==> src/hw/scd_pkg.sv <==
/*
 * shared constants, instruction patterns, enums and the core state record
 * for the system-control instruction decoder and executor.
 * assumes 16-bit instructions and a 32-bit shared instruction/data bus.
 */
`default_nettype none
package scd_pkg;
    localparam int XLEN = 32;
    localparam int RF_DEPTH = 16;
    localparam int RA_W = 4;
    // fixed system-control opcodes
    localparam logic [15:0] I_FLAG_CLEAR_INSN = 16'h0008;
    localparam logic [15:0] I_FLAG_SET_INSN = 16'h0018;
    localparam logic [15:0] I_ACCUMULATOR_CLEAR_INSN = 16'h0028;
    localparam logic [15:0] I_NOP = 16'h0009;
    localparam logic [15:0] I_SLEEP = 16'h001B;
    localparam logic [15:0] I_RTE = 16'h002B;
    // group patterns
    localparam logic [7:0] G_TRAP = 8'hC3;
    localparam logic [3:0] G_CTL_LD = 4'h4;
    localparam logic [3:0] G_CTL_ST = 4'h0;
    localparam logic [3:0] G_LD = 4'h6;
    localparam logic [3:0] G_ST = 4'h2;
    localparam logic [3:0] G_LDL = 4'h5;
    localparam logic [3:0] G_STL = 4'h1;
    localparam logic [6:0] G_LDBW = 7'h42;
    localparam logic [6:0] G_STBW = 7'h40;
    localparam logic [3:0] F_LDC = 4'hE;
    localparam logic [3:0] F_STC = 4'h2;
    localparam logic [3:0] F_SYS = 4'hA;
    localparam logic [1:0] F_BAD_SZ = 2'h3;
    localparam logic [3:0] R_ZERO = 4'h0;
    // status register layout
    localparam int T_BIT = 0;
    localparam logic [31:0] SR_MASK = 32'h0000_03F3;
    localparam logic [31:0] SR_RESET = 32'h0000_00F0;
    localparam logic [31:0] INSN_STEP = 32'h0000_0002;
    localparam logic [31:0] WORD_ZERO = 32'h0000_0000;
    typedef enum logic [1:0] {SZ_B = 2'h0, SZ_W = 2'h1, SZ_L = 2'h2} scd_size_t;
    // selector: status/accumulator-high, base/accumulator-low, vector/return
    localparam logic [1:0] SEL_0 = 2'h0;
    localparam logic [1:0] SEL_1 = 2'h1;
    localparam logic [1:0] SEL_2 = 2'h2;
    typedef enum logic [3:0] {
        OP_NOP, OP_FLAG_CLEAR_INSN, OP_FLAG_SET_INSN, OP_ACCUMULATOR_CLEAR_INSN, OP_SLEEP, OP_RTE, OP_TRAP,
        OP_LDC, OP_STC, OP_LDS, OP_STS, OP_LOAD, OP_STORE
    } scd_op_t;
    typedef enum logic [5:0] {
        S_FETCH = 6'h01, S_STALL = 6'h02, S_EXEC = 6'h04,
        S_MEM = 6'h08, S_VEC = 6'h10, S_SLEEP = 6'h20
    } scd_st_t;
    typedef struct packed {
        scd_st_t st;
        logic [31:0] pc;
        logic [31:0] sr;
        logic [31:0] gbr;
        logic [31:0] vbr;
        logic [31:0] mach;
        logic [31:0] macl;
        logic [31:0] pr;
        logic [31:0] spc;
        logic [31:0] ssr;
        logic [15:0] insn;
        logic is_load;
        logic [3:0] ld_dst;
        logic [31:0] ld_data;
        logic ld_pend;
        logic bus_req;
        logic bus_fetch;
        logic bus_we;
        scd_size_t bus_size;
        logic [31:0] bus_addr;
        logic [31:0] bus_wdata;
        logic pdown;
        logic trap;
        logic stall;
        logic contend;
    } scd_state_t;
endpackage
`default_nettype wire

==> src/hw/scd_core_if.sv <==
/*
 * carrier between the core, its decoder and its register file.
 * assumes the decoder is purely combinational.
 */
`default_nettype none
interface scd_core_if;
    import scd_pkg::*;
    logic [15:0] insn;
    scd_op_t op;
    logic [1:0] sel;
    logic [3:0] ra;
    logic [3:0] rb;
    logic [3:0] rw;
    scd_size_t size;
    logic [31:0] disp;
    logic [7:0] imm;
    logic rf_we;
    logic [3:0] rf_wa;
    logic [31:0] rf_wd;
    logic [31:0] rf_da;
    logic [31:0] rf_db;
    modport dec (input insn, output op, sel, ra, rb, rw, size, disp, imm);
    modport rf (input ra, rb, rf_we, rf_wa, rf_wd, output rf_da, rf_db);
    modport core (output insn, rf_we, rf_wa, rf_wd,
        input op, sel, ra, rb, rw, size, disp, imm, rf_da, rf_db);
endinterface
`default_nettype wire

==> src/hw/scd_core.sv <==
/*
 * system-control core: fetches 16-bit codes, executes the system-control
 * group and sized loads/stores over one shared bus, models load-use stalls.
 * assumes bus_ack answers bus_req and rdata arrives right-aligned with it.
 */
`default_nettype none
// Function
// [RL1] move general register into control register
// [RL2] copy control register into general register
// [RL3] move between general and system registers
// [RL4] exception return restores saved pc and status
// [RL5] low-power instruction enters power-down state
// [RL6] software trap starts trap exception handling
// [RL7] byte, word, longword sizes with matching access
// [RL8] 4-bit register fields select register directly
// [RL9] displacement scaled by one, two or four
// [RL10] listed cycles minimum; bus contention adds cycles
// [RL11] stall when next instruction reads loading register
// [RL12] flag clear/set, accumulator clear, no-op
module scd_core #(
    parameter logic [31:0] RESET_PC = 32'h0000_0000
) (
    // clock and reset
    input wire logic clk_sys,
    input wire logic rst,
    // shared instruction and data bus
    output logic bus_req_q,
    output logic bus_fetch_q,
    output logic bus_we_q,
    output scd_pkg::scd_size_t bus_size_q,
    output logic [31:0] bus_addr_q,
    output logic [31:0] bus_wdata_q,
    input wire logic bus_ack,
    input wire logic [31:0] bus_rdata,
    // wake from power-down
    input wire logic wake,
    // status
    output logic [31:0] status_q,
    output logic [31:0] pc_q,
    output logic power_down_q,
    output logic trap_q,
    output logic stall_ld_q,
    output logic contend_q
);
    import scd_pkg::*;

    scd_state_t q;
    scd_state_t d;
    logic hit;
    logic fetch_done;
    scd_core_if u_if();

    scd_decode u_dec (
        .d(u_if.dec)
    );

    scd_regfile #(
        .DEPTH(RF_DEPTH)
    ) u_rf (
        .clk_sys(clk_sys),
        .rst(rst),
        .r(u_if.rf)
    );

    // sign-extend a narrow load into a full word
    function automatic logic [31:0] ext(input logic [31:0] v, input scd_size_t s);
        case (s)
            SZ_B: ext = {{24{v[7]}}, v[7:0]};
            SZ_W: ext = {{16{v[15]}}, v[15:0]};
            default: ext = v;
        endcase
    endfunction

    // decoder sees the fetched code in the cycle it arrives
    assign fetch_done = (q.st == S_FETCH) && bus_ack;
    assign u_if.insn = fetch_done ? bus_rdata[15:0] : q.insn;

    // next state
    always_comb begin
        d = q;
        d.trap = 1'b0;
        d.stall = 1'b0;
        d.contend = 1'b0;
        u_if.rf_we = 1'b0;
        u_if.rf_wa = q.ld_dst;
        u_if.rf_wd = q.ld_data;
        hit = 1'b0;
        case (q.st)
            S_FETCH: begin
                // a finished load writes back in the first fetch cycle
                if (q.ld_pend) begin
                    u_if.rf_we = 1'b1;
                    d.ld_pend = 1'b0;
                end
                if (bus_ack) begin
                    d.insn = bus_rdata[15:0];
                    d.bus_req = 1'b0;
                    d.pc = q.pc + INSN_STEP;
                    // read ports race the writeback: hold one cycle
                    hit = q.ld_pend && (((u_if.op == OP_LDC || u_if.op == OP_LDS
                        || u_if.op == OP_LOAD || u_if.op == OP_STORE)
                        && u_if.ra == q.ld_dst)
                        || (u_if.op == OP_STORE && u_if.rb == q.ld_dst));
                    d.stall = hit; // see [RL11]
                    d.st = hit ? S_STALL : S_EXEC; // see [RL11]
                end
            end
            S_STALL: begin
                d.st = S_EXEC;
            end
            S_EXEC: begin
                d.st = S_FETCH;
                case (u_if.op)
                    OP_FLAG_CLEAR_INSN: d.sr[T_BIT] = 1'b0; // see [RL12]
                    OP_FLAG_SET_INSN: d.sr[T_BIT] = 1'b1; // see [RL12]
                    OP_ACCUMULATOR_CLEAR_INSN: begin
                        d.mach = WORD_ZERO; // see [RL12]
                        d.macl = WORD_ZERO;
                    end
                    OP_SLEEP: begin
                        d.st = S_SLEEP;
                        d.pdown = 1'b1; // see [RL5]
                    end
                    OP_RTE: begin
                        d.pc = q.spc; // see [RL4]
                        d.sr = q.ssr;
                    end
                    OP_TRAP: begin
                        // save context, then read the vector word
                        d.ssr = q.sr; // see [RL6]
                        d.spc = q.pc;
                        d.trap = 1'b1;
                        d.st = S_VEC;
                        d.bus_req = 1'b1;
                        d.bus_fetch = 1'b0;
                        d.bus_we = 1'b0;
                        d.bus_size = SZ_L;
                        d.bus_addr = q.vbr + {22'h0, u_if.imm, 2'b00};
                    end
                    OP_LDC: begin
                        case (u_if.sel)
                            SEL_0: d.sr = u_if.rf_da & SR_MASK; // see [RL1]
                            SEL_1: d.gbr = u_if.rf_da;
                            SEL_2: d.vbr = u_if.rf_da;
                            default: d.sr = q.sr;
                        endcase
                    end
                    OP_LDS: begin
                        case (u_if.sel)
                            SEL_0: d.mach = u_if.rf_da; // see [RL3]
                            SEL_1: d.macl = u_if.rf_da;
                            SEL_2: d.pr = u_if.rf_da;
                            default: d.pr = q.pr;
                        endcase
                    end
                    OP_STC, OP_STS: begin
                        // see [RL2] see [RL3]
                        u_if.rf_we = 1'b1;
                        u_if.rf_wa = u_if.rw;
                        case ({u_if.op == OP_STS, u_if.sel})
                            {1'b0, SEL_0}: u_if.rf_wd = q.sr;
                            {1'b0, SEL_1}: u_if.rf_wd = q.gbr;
                            {1'b0, SEL_2}: u_if.rf_wd = q.vbr;
                            {1'b1, SEL_0}: u_if.rf_wd = q.mach;
                            {1'b1, SEL_1}: u_if.rf_wd = q.macl;
                            {1'b1, SEL_2}: u_if.rf_wd = q.pr;
                            default: u_if.rf_wd = WORD_ZERO;
                        endcase
                    end
                    OP_LOAD, OP_STORE: begin
                        d.st = S_MEM;
                        d.bus_req = 1'b1;
                        d.bus_fetch = 1'b0;
                        d.bus_we = (u_if.op == OP_STORE);
                        d.bus_size = u_if.size; // see [RL7]
                        d.bus_addr = u_if.rf_da + u_if.disp; // see [RL9]
                        d.bus_wdata = u_if.rf_db;
                        d.is_load = (u_if.op == OP_LOAD);
                        d.ld_dst = u_if.rw;
                    end
                    default: d.st = S_FETCH; // no-op leaves all state, see [RL12]
                endcase
            end
            S_MEM: begin
                // the next fetch waits while data owns the bus
                if (bus_ack) begin
                    d.bus_req = 1'b0;
                    d.bus_we = 1'b0;
                    d.st = S_FETCH;
                    if (q.is_load) begin
                        d.ld_data = ext(bus_rdata, q.bus_size); // see [RL7]
                        d.ld_pend = 1'b1;
                    end
                end else begin
                    d.contend = 1'b1; // see [RL10]
                end
            end
            S_VEC: begin
                if (bus_ack) begin
                    d.bus_req = 1'b0;
                    d.pc = bus_rdata;
                    d.st = S_FETCH;
                end
            end
            S_SLEEP: begin
                if (wake) begin
                    d.pdown = 1'b0;
                    d.st = S_FETCH;
                end
            end
            default: d.st = S_FETCH;
        endcase
        // entering fetch issues the code request at the new pc
        if (d.st == S_FETCH && q.st != S_FETCH) begin
            d.bus_req = 1'b1;
            d.bus_fetch = 1'b1;
            d.bus_we = 1'b0;
            d.bus_size = SZ_W;
            d.bus_addr = d.pc;
        end
    end

    // state register
    always_ff @(posedge clk_sys or posedge rst) begin
        if (rst) begin
            q <= '0;
            q.st <= S_FETCH;
            q.pc <= RESET_PC;
            q.sr <= SR_RESET;
            q.bus_req <= 1'b1;
            q.bus_fetch <= 1'b1;
            q.bus_size <= SZ_W;
            q.bus_addr <= RESET_PC;
        end else begin
            q <= d;
        end
    end

    // outputs straight from the state register
    assign bus_req_q = q.bus_req;
    assign bus_fetch_q = q.bus_fetch;
    assign bus_we_q = q.bus_we;
    assign bus_size_q = q.bus_size;
    assign bus_addr_q = q.bus_addr;
    assign bus_wdata_q = q.bus_wdata;
    assign status_q = q.sr;
    assign pc_q = q.pc;
    assign power_down_q = q.pdown;
    assign trap_q = q.trap;
    assign stall_ld_q = q.stall;
    assign contend_q = q.contend;

    logic ex;
    assign ex = (q.st == S_EXEC);
endmodule
`default_nettype wire

==> src/hw/scd_regfile.sv <==
/*
 * sixteen general registers, two read ports with registered data, one write.
 * assumes reads return the value held before a same-cycle write.
 */
`default_nettype none
module scd_regfile #(
    parameter int DEPTH = scd_pkg::RF_DEPTH
) (
    // clock and reset
    input wire logic clk_sys,
    input wire logic rst,
    // register access
    scd_core_if.rf r
);
    import scd_pkg::*;
    logic [31:0] mem [DEPTH];
    logic [31:0] da_q;
    logic [31:0] db_q;

    // write port and registered read ports
    always_ff @(posedge clk_sys or posedge rst) begin
        if (rst) begin
            da_q <= WORD_ZERO;
            db_q <= WORD_ZERO;
        end else begin
            da_q <= mem[r.ra];
            db_q <= mem[r.rb];
        end
    end

    always_ff @(posedge clk_sys) begin
        if (r.rf_we) begin
            mem[r.rf_wa] <= r.rf_wd;
        end
    end

    assign r.rf_da = da_q;
    assign r.rf_db = db_q;
endmodule
`default_nettype wire

==> src/hw/scd_decode.sv <==
/*
 * combinational decode of system-control and sized transfer opcodes.
 * assumes unrecognised codes are handled by other groups; here they act as no-op.
 */
`default_nettype none
module scd_decode (
    // decode fields
    scd_core_if.dec d
);
    import scd_pkg::*;

    // scale a 4-bit displacement by the operand size
    function automatic logic [31:0] scale(input logic [3:0] v, input scd_size_t s);
        case (s)
            SZ_W: scale = {27'h0, v, 1'b0};
            SZ_L: scale = {26'h0, v, 2'b00};
            default: scale = {28'h0, v};
        endcase
    endfunction

    // field extraction: source in 7:4, destination in 11:8, direct numbering
    always_comb begin
        logic [15:0] i;
        i = d.insn;
        d.op = OP_NOP;
        d.sel = i[5:4];
        d.ra = i[7:4]; // see [RL8]
        d.rb = i[7:4];
        d.rw = i[11:8]; // see [RL8]
        d.size = SZ_L;
        d.disp = WORD_ZERO;
        d.imm = i[7:0];
        case (i)
            I_FLAG_CLEAR_INSN: d.op = OP_FLAG_CLEAR_INSN;
            I_FLAG_SET_INSN: d.op = OP_FLAG_SET_INSN;
            I_ACCUMULATOR_CLEAR_INSN: d.op = OP_ACCUMULATOR_CLEAR_INSN;
            I_SLEEP: d.op = OP_SLEEP;
            I_RTE: d.op = OP_RTE;
            default: begin
                if (i[15:8] == G_TRAP) begin
                    d.op = OP_TRAP;
                end else if (i[15:12] == G_CTL_LD && i[7:6] == 2'h0 && i[3:0] == F_LDC) begin
                    d.op = OP_LDC;
                    d.ra = i[11:8];
                end else if (i[15:12] == G_CTL_LD && i[7:6] == 2'h0 && i[3:0] == F_SYS) begin
                    d.op = OP_LDS;
                    d.ra = i[11:8];
                end else if (i[15:12] == G_CTL_ST && i[7:6] == 2'h0 && i[3:0] == F_STC) begin
                    d.op = OP_STC;
                end else if (i[15:12] == G_CTL_ST && i[7:6] == 2'h0 && i[3:0] == F_SYS) begin
                    d.op = OP_STS;
                end else if (i[15:12] == G_LD && i[3:2] == 2'h0 && i[1:0] != F_BAD_SZ) begin
                    d.op = OP_LOAD;
                    d.size = scd_size_t'(i[1:0]); // see [RL7]
                end else if (i[15:12] == G_ST && i[3:2] == 2'h0 && i[1:0] != F_BAD_SZ) begin
                    d.op = OP_STORE;
                    d.ra = i[11:8];
                    d.size = scd_size_t'(i[1:0]); // see [RL7]
                end else if (i[15:12] == G_LDL) begin
                    d.op = OP_LOAD;
                    d.disp = scale(i[3:0], SZ_L); // see [RL9]
                end else if (i[15:12] == G_STL) begin
                    d.op = OP_STORE;
                    d.ra = i[11:8];
                    d.disp = scale(i[3:0], SZ_L); // see [RL9]
                end else if (i[15:9] == G_LDBW || i[15:9] == G_STBW) begin
                    d.op = (i[15:9] == G_LDBW) ? OP_LOAD : OP_STORE;
                    d.rw = R_ZERO;
                    d.rb = R_ZERO;
                    d.size = scd_size_t'({1'b0, i[8]});
                    d.disp = scale(i[3:0], scd_size_t'({1'b0, i[8]})); // see [RL9]
                end
            end
        endcase
    end
endmodule
`default_nettype wire

==> config.mk <==
export PLATFORM = sky130hd
export DESIGN_NAME = scd_core
export DESIGN_NICKNAME = d
export VERILOG_FILES = /design/src/hw/scd_pkg.sv /design/src/hw/scd_core_if.sv /design/src/hw/scd_core.sv /design/src/hw/scd_regfile.sv /design/src/hw/scd_decode.sv
export SDC_FILE = /design/constraint.sdc
export NUM_CORES = 2
export LEC_CHECK = 0
export BUFFER_PORTS_ARGS = -buffer_cell sky130_fd_sc_hd__buf_2
export CAP_MARGIN = 15
export CORE_ASPECT_RATIO = 1.25
export CORE_MARGIN = 8
export CORE_UTILIZATION = 50
export CTS_CLUSTER_DIAMETER = 30
export DETAILED_ROUTE_END_ITERATION = 8
export PLACE_DENSITY = 0.75
export SLEW_MARGIN = 25
export SYNTH_ARGS = -nofsm -noshare
export SYNTH_HDL_FRONTEND = slang
export SYNTH_HIERARCHICAL = 1
export SYNTH_SLANG_ARGS = --single-unit
==> constraint.sdc <==
create_clock -name clk_sys -period 15.2 [get_ports clk_sys]
set_clock_uncertainty 0.1 [all_clocks]
set_input_delay 3.8 -clock clk_sys [delete_from_list [all_inputs] [get_ports clk_sys]]
set_output_delay 3.8 -clock clk_sys [all_outputs]
set_load 0.02 [all_outputs]
# After elaboration in Yosys (flattened, before gate mapping)
# Memory sizes are Yosys's and may differ from the RTL's. A register that Yosys moved wholly into a read port is not among the register bits.
# Index checks and enable logic that the tools add are counted.
[word_totals]
wordCells = 256
reg_bits = 421
mem_bits_ro = 0
memories = 1
ram_bits = 512
output_inout_bits = 137
input_bits = 36
latchBits = 0
[classes]
n_lt_le_gt_ge = 0
n_eq_ne = 57
shift = 0
bitwise = 0
reduce_logical = 55
n_div = 0
mul = 0
add_sub_neg = 3
muxes = 114
[memory_table]
columns = ["memory", "depth", "width", "read_ports", "rd_ports_with_merged_regs", "write_ports", "line_no", "rtl"]
rows = [
  ["u_rf.mem", 16, 32, 2, 2, 1, "scd_regfile.sv:16", "logic [31:0] mem [DEPTH];"],
]
[op_table]
columns = ["cell", "count"]
rows = [
  ["two-way mux 32 bit", 18],
  ["case mux 32 bit (6 select lines)", 1],
  ["two-way mux 4 bit", 44],
  ["case mux 64 bit (2 select lines)", 1],
  ["case mux 32 bit (3 select lines)", 1],
  ["two-way mux 38 bit", 2],
  ["case mux 37 bit (2 select lines)", 1],
  ["two-way mux 66 bit", 1],
  ["case mux 32 bit (2 select lines)", 1],
  ["case mux 31 bit (2 select lines)", 1],
  ["two-way mux 37 bit", 1],
  ["case mux 6 bit (6 select lines)", 1],
  ["AND reduction 3 bit", 11],
  ["adder 32 x 10 -> 32 bit", 1],
  ["adder 32 x 2 -> 32 bit, second input constant", 1],
  ["adder 32 bit", 1],
  ["equality test 16 x 5 -> 1 bit, second input constant", 2],
  ["equality test 16 x 6 -> 1 bit, second input constant", 2],
  ["equality test 4 x 3 -> 1 bit, second input constant", 7],
  ["equality test 4 bit, second input constant", 7],
  ["two-way mux 2 bit", 12],
  ["case mux 4 bit (5 select lines)", 1],
  ["case mux 6 bit (3 select lines)", 1],
  ["equality test 16 x 4 -> 1 bit, second input constant", 1],
  ["42 further kinds", 109],
]

# Logic depth before layout (Yosys ltp)
[depth]
depth_word = 30
mapped_depth = 23
mapped_depth_nobuf = 18

# Modules after synthesis
# Netlist, hierarchy kept.
[by_module_without_submodules]
columns = ["mod", "seq_area_each_um2", "area_each_um2", "cells_each", "n_inst"]
rows = [
  ["scd_regfile", 16976.3, 24512.3, 1142, 1],
  ["scd_core", 10545.1, 22826.9, 2516, 1],
  ["scd_decode", 0.0, 765.7, 111, 1],
]

# Worst setup path before layout
# OpenSTA, ideal clock, no wires.
[synth_path]
path_type = "input to register"
startpoint = "in bus_ack"
endpoint = "mem u_rf.mem[0][0], enable pin"
setup_slack_ps = 4536
path_stages = 15
setup_ps = 461
path_buffers = 4
arrival_time_ps = 10103
required_time_ps = 14639
path_cell_list = "clkbuf_1 > nand2_1 > clkbuf_1 > mux2_2 > or4_1 > nor4_1 > a31oi_1 > o211ai_1 > buf_2 > nor2b_1 > nand2_1 > clkbuf_1 > mux2_2 > or3b_2 > nor3_1"
[synth_between]
word_cells_on_any_way = 66
classes_between = "eq/ne (19); mux (30); reduce/logical (17)"
[synth_rtl]
columns = ["item", "line_no", "rtl"]
rows = [
  ["start: declaration", "scd_core.sv:33", "input wire logic bus_ack,"],
  ["logical AND 1 bit *", "scd_core.sv:75", "assign fetch_done = (q.st == S_FETCH) && bus_ack;"],
  ["two-way mux 16 bit *", "scd_core.sv:76", "assign u_if.insn = fetch_done ? bus_rdata[15:0] : q.insn;"],
  ["via u_if.insn[7]", "scd_core_if.sv:8", "logic [15:0] insn;"],
  ["logical NOT 2 bit", "--", ""],
  ["logical AND 1 bit", "scd_decode.sv:48, scd_decode.sv:50", ""],
  ["logical AND 1 bit", "scd_decode.sv:50", "end else if (i[15:12] == G_CTL_ST && i[7:6] == 2'h0 && i[3:0] == F_SYS) begin"],
  ["two-way mux 4 bit", "scd_decode.sv:50", ""],
  ["two-way mux 4 bit", "scd_decode.sv:48", "end else if (i[15:12] == G_CTL_ST && i[7:6] == 2'h0 && i[3:0] == F_STC) begin"],
  ["[... 2 more ...]", "--", ""],
  ["two-way mux 4 bit", "scd_decode.sv:40", "if (i[15:8] == G_TRAP) begin"],
  ["case mux 4 bit (5 select lines) *", "scd_decode.sv:33", "case (i)"],
  ["via u_if.op[3]", "scd_core_if.sv:9", "scd_op_t op;"],
  ["equality test 4 bit", "scd_core.sv:113", "case (u_if.op)"],
  ["OR reduction 2 bit *", "scd_core.sv:113", ""],
  ["two-way mux 4 bit *", "scd_core.sv:113", ""],
  ["two-way mux 4 bit *", "scd_core.sv:88", "case (q.st)"],
  ["via u_if.rf_wa[2]", "scd_core_if.sv:18", "logic [3:0] rf_wa;"],
  ["end: declaration", "scd_regfile.sv:16", ""],
]
# Mark *: on every way through the listed nets, which the timed path passes. The rest lies on a longest branch.

# Worst setup path in the final report
[layout_path]
startpoint = "in bus_ack"
endpoint = "mem u_rf.mem[1][9], enable pin"
[layout_between]
word_cells_on_any_way = 66
classes_between = "eq/ne (19); mux (30); reduce/logical (17)"
[layout_rtl]
columns = ["item", "line_no", "rtl"]
rows = [
  ["logical AND 1 bit *", "scd_core.sv:75", ""],
  ["two-way mux 16 bit *", "scd_core.sv:76", ""],
  ["via u_if.insn[12]", "scd_core_if.sv:8", ""],
  ["equality test 7 bit", "scd_decode.sv:66", "end else if (i[15:9] == G_LDBW || i[15:9] == G_STBW) begin"],
  ["logical OR 1 bit", "scd_decode.sv:66", ""],
  ["two-way mux 4 bit", "scd_decode.sv:66", ""],
  ["two-way mux 4 bit", "scd_decode.sv:62", "end else if (i[15:12] == G_STL) begin"],
  ["two-way mux 4 bit", "scd_decode.sv:59", "end else if (i[15:12] == G_LDL) begin"],
  ["[... 6 more ...]", "--", ""],
  ["two-way mux 4 bit", "scd_decode.sv:40", ""],
  ["case mux 4 bit (5 select lines) *", "scd_decode.sv:33", ""],
  ["via u_if.op[3]", "scd_core_if.sv:9", ""],
  ["equality test 4 bit", "scd_core.sv:113", ""],
  ["OR reduction 2 bit *", "scd_core.sv:113", ""],
  ["two-way mux 4 bit *", "scd_core.sv:113", ""],
  ["two-way mux 4 bit *", "scd_core.sv:88", ""],
  ["via u_if.rf_wa[3]", "scd_core_if.sv:18", ""],
]
# Marks and branches as above.

==> flow_metrics.tcl <==
set metrics [dict create \
    crit_path_max_fanout 43 \
    ir_worst_vdd_uv 236 \
    synth_top_family_by_area "multiplexers" \
    syn-cell-area_um2 48100 \
    setup_tns_ns 0 \
    powerDensity_nw_per_um2 174 \
    rsz0062_at_grt "no" \
    cts_inserted_buffers 145 \
    cp.arrival_ns 9.90 \
    grt_pass1_wl_mm 216 \
    yosysUniqueCellTypes 87 \
    area_delta_synth_final_pct 13.7 \
    max_freq_mhz 104 \
    cts_buffer_depth 3 \
    synth_fa_ha_area_share_pct 1.12 \
    multi_input_area_um2 18600 \
    worstMarginPinSlew_ns 1.10 \
    synth-compound-area-share_pct 9.69 \
    wl_per_cell_um 27.7 \
    ios 173 \
    gp_congestion 0.959 \
    synth-xor-area-share_pct 1.07 \
    final_cell_mix "701 x nand2_1, 512 x edfxtp_1, 477 x dfrtp_1, 259 x mux4_2, 193 x a22oi_1" \
    drt-initial-drc-count 3772 \
    synthMuxAreaShare_pct 15.9 \
    synth_area_per_cell_um2 12.8 \
    fillCellCount 7321 \
    final_common_cell "nand2_1" \
    routed_wl_mm 144 \
    dr.pass1.iters 7 \
    status "finished, final reports clean" \
    clk_latency_ns 0.74 \
    die_area_um2 106000 \
    grt_max_degree 172 \
    dp.cells 4945 \
    drive_gt1_share_pct 25.1 \
    core_um2 95700 \
    synthFlopType "edfxtp_1" \
    holdPathEnd "bus_wdata_q[24]" \
    setup_violations 0 \
    cts_hold_buf 0 \
    drv_slew 0 \
    antenna_found_initial 4 \
    worst_slack_ns 5.60 \
    dpl.hpwl_mm 89.2 \
    final-seq-area_um2 27500 \
    initial_core_util_pct 50.3 \
    fin_crit_sh_pct 63.2 \
    reg2reg_setup_slack_ns 7.98 \
    chipHeight_um 363 \
    netlist_instances 3769 \
    whs_path_depth 2 \
    fin_crit_ns 9.60 \
    yosys_warnings 6 \
    grt_overflow 0 \
    viasPerCell 6.44 \
    clockRootBuffer "clkbuf_16" \
    crit_type "primary input to flip-flop" \
    end_kind "flip-flop" \
    final_nets 3881 \
    rows 127 \
    regToRegEndpoint "u_rf/mem[1][9]" \
    postCtsSetupRepairBufs 0 \
    cts_tree "yes" \
    final_cells 5215 \
    crit_required_ns 15.50 \
    die_w_um 293 \
    synth-seq-cells 997 \
    hp-start "u_rf/r.rf_db[24]" \
    p_leak_nw 23.4 \
    drc 0 \
    ant_nets 0 \
    cap_violations 0 \
    port_buffers 172 \
    pre_cts_slack_ns 4.99 \
    cts_sinks 997 \
    num_vias 33567 \
    synth-edff-count 512 \
    cts_resized 0 \
    worstRegToRegCells 15 \
    path_clk_slew_ns 0.06 \
    finalHoldViolations 0 \
    seq_area_frac_synth_pct 57.2 \
    synth_simple_gate_area_share_pct 9.98 \
    max-slew-margin-rel_pct 25.3 \
    first_global_vias 34129 \
    grt.total_usage_pct 26.8 \
    antenna_cells 0 \
    htreeDepth 4 \
    ys_async_sr_fraction_pct 48.6 \
    r2r-start "q[419]" \
    start_kind "primary input" \
    hp-class "flip-flop to flip-flop" \
]
[flip-flops by register name (all words and copies together), names as in the netlist]
signal,count
u_rf/mem,512
status_q,32
power_down_q,1
bus_wdata_q,32
q,284
bus_size_q,2
u_rf/r.rf_da,32
bus_we_q,1
stall_ld_q,1
bus_fetch_q,1
contend_q,1
u_rf/r.rf_db,32
bus_addr_q,32
bus_req_q,1
trap_q,1
pc_q,32
[area by class of cell]
cell class / instances / share of cell area (%)
clock buffers: 178 / 7.30
clock inverters: 91 / 2.29
inverters: 31 / 0.222
multi-input cells: 2357 / 33.9
flip-flops and latches: 997 / 50.3
well taps: 1290 / 2.95
repair buffers: 271 / 3.03
[routing by layer]
metal | vias up | GRT usage (%) | wire (um)
li1 | 14089 | - | -
met1 | 16843 | 32.0 | 50100
met2 | 2117 | 43.5 | 69000
met3 | 514 | 5.12 | 13800
met4 | 4 | 18.9 | 11500
met5 | - | 0 | 23
[cells in the mapped netlist (30+ instances only)]
library cell | instances | area, um2
mux2_2 | 125 | 1410
xnor2_1 | 38 | 333
a21oi_1 | 116 | 581
nor2_1 | 133 | 499
ha_1 | 40 | 500
nor3_1 | 37 | 185
buf_4 | 184 | 1380
a22oi_1 | 193 | 1450
clkbuf_1 | 173 | 649
inv_1 | 30 | 113
o21ai_0 | 187 | 936
dfrtp_1 | 477 | 11900
mux4_2 | 259 | 5830
mux2i_1 | 40 | 400
edfxtp_1 | 512 | 15400
nand2_1 | 702 | 2640
nand3_1 | 68 | 340
[cell families (layout without fill, tap and decap cells)]
kind of cell / count (synthesis) / after routing
AOI/OAI and AO/OA: 703 / 703
buffers and inverters: 440 / 571
muxes: 426 / 426
DFF: 997 / 997
other: 1 / 26
and+or+nand+nor: 1101 / 1101
xor gates and xnor gates: 59 / 59
adders and majority gates: 42 / 42
[metrics by stage]
step                      utilization, %  hold slack (ns)  total power [mW]  area, um2
after global placement              51.7            0.324              5.87      49400
after detailed placement            51.7            0.331              5.89      49400
final                               57.2            0.341              9.51      54700
after floorplan                        -            0.314              5.16      48200
after CTS                           57.2            0.341              9.48      54700
after global routing                57.2            0.358              9.80      54700
[worst max-delay path, stage by stage]
cell and delay, ns:
buf_2 0.08, buf_4 0.41, nand2_1 0.57, mux2_2 0.49, or4_1 0.59, nor4_1 0.48
a31oi_1 0.17, o211ai_1 0.42, nor2b_1 0.44, nand2_1 0.12, buf_4 0.30, mux2_2 0.38
or3b_2 0.59, nor2_4 0.55, buf_4 0.45
[where the power goes]
| part | internal (mW) | total [mW] | switching (mW) |
|---|---|---|---|
| sequential | 2.99 | 3.18 | 0.186 |
| clock | 2.29 | 3.59 | 1.30 |
| combinational | 0.925 | 2.74 | 1.82 |
[worst max path at each step]
| stage | slack, ns | depth (start not counted) | end | start |
|---|---|---|---|---|
| after floorplan | 4.54 | 15 | u_rf/mem[0][0] | bus_ack |
| after global placement | 5.11 | 16 | bus_addr_q[30] | bus_ack |
| after detailed placement | 4.99 | 15 | u_rf/mem[1][1] | bus_ack |
| after CTS | 5.73 | 15 | u_rf/mem[1][2] | bus_ack |
| after global routing | 5.31 | 15 | u_rf/mem[1][1] | bus_ack |
| final | 5.60 | 15 | u_rf/mem[1][9] | bus_ack |
Note: power is estimated with default switching activity, not from simulation.
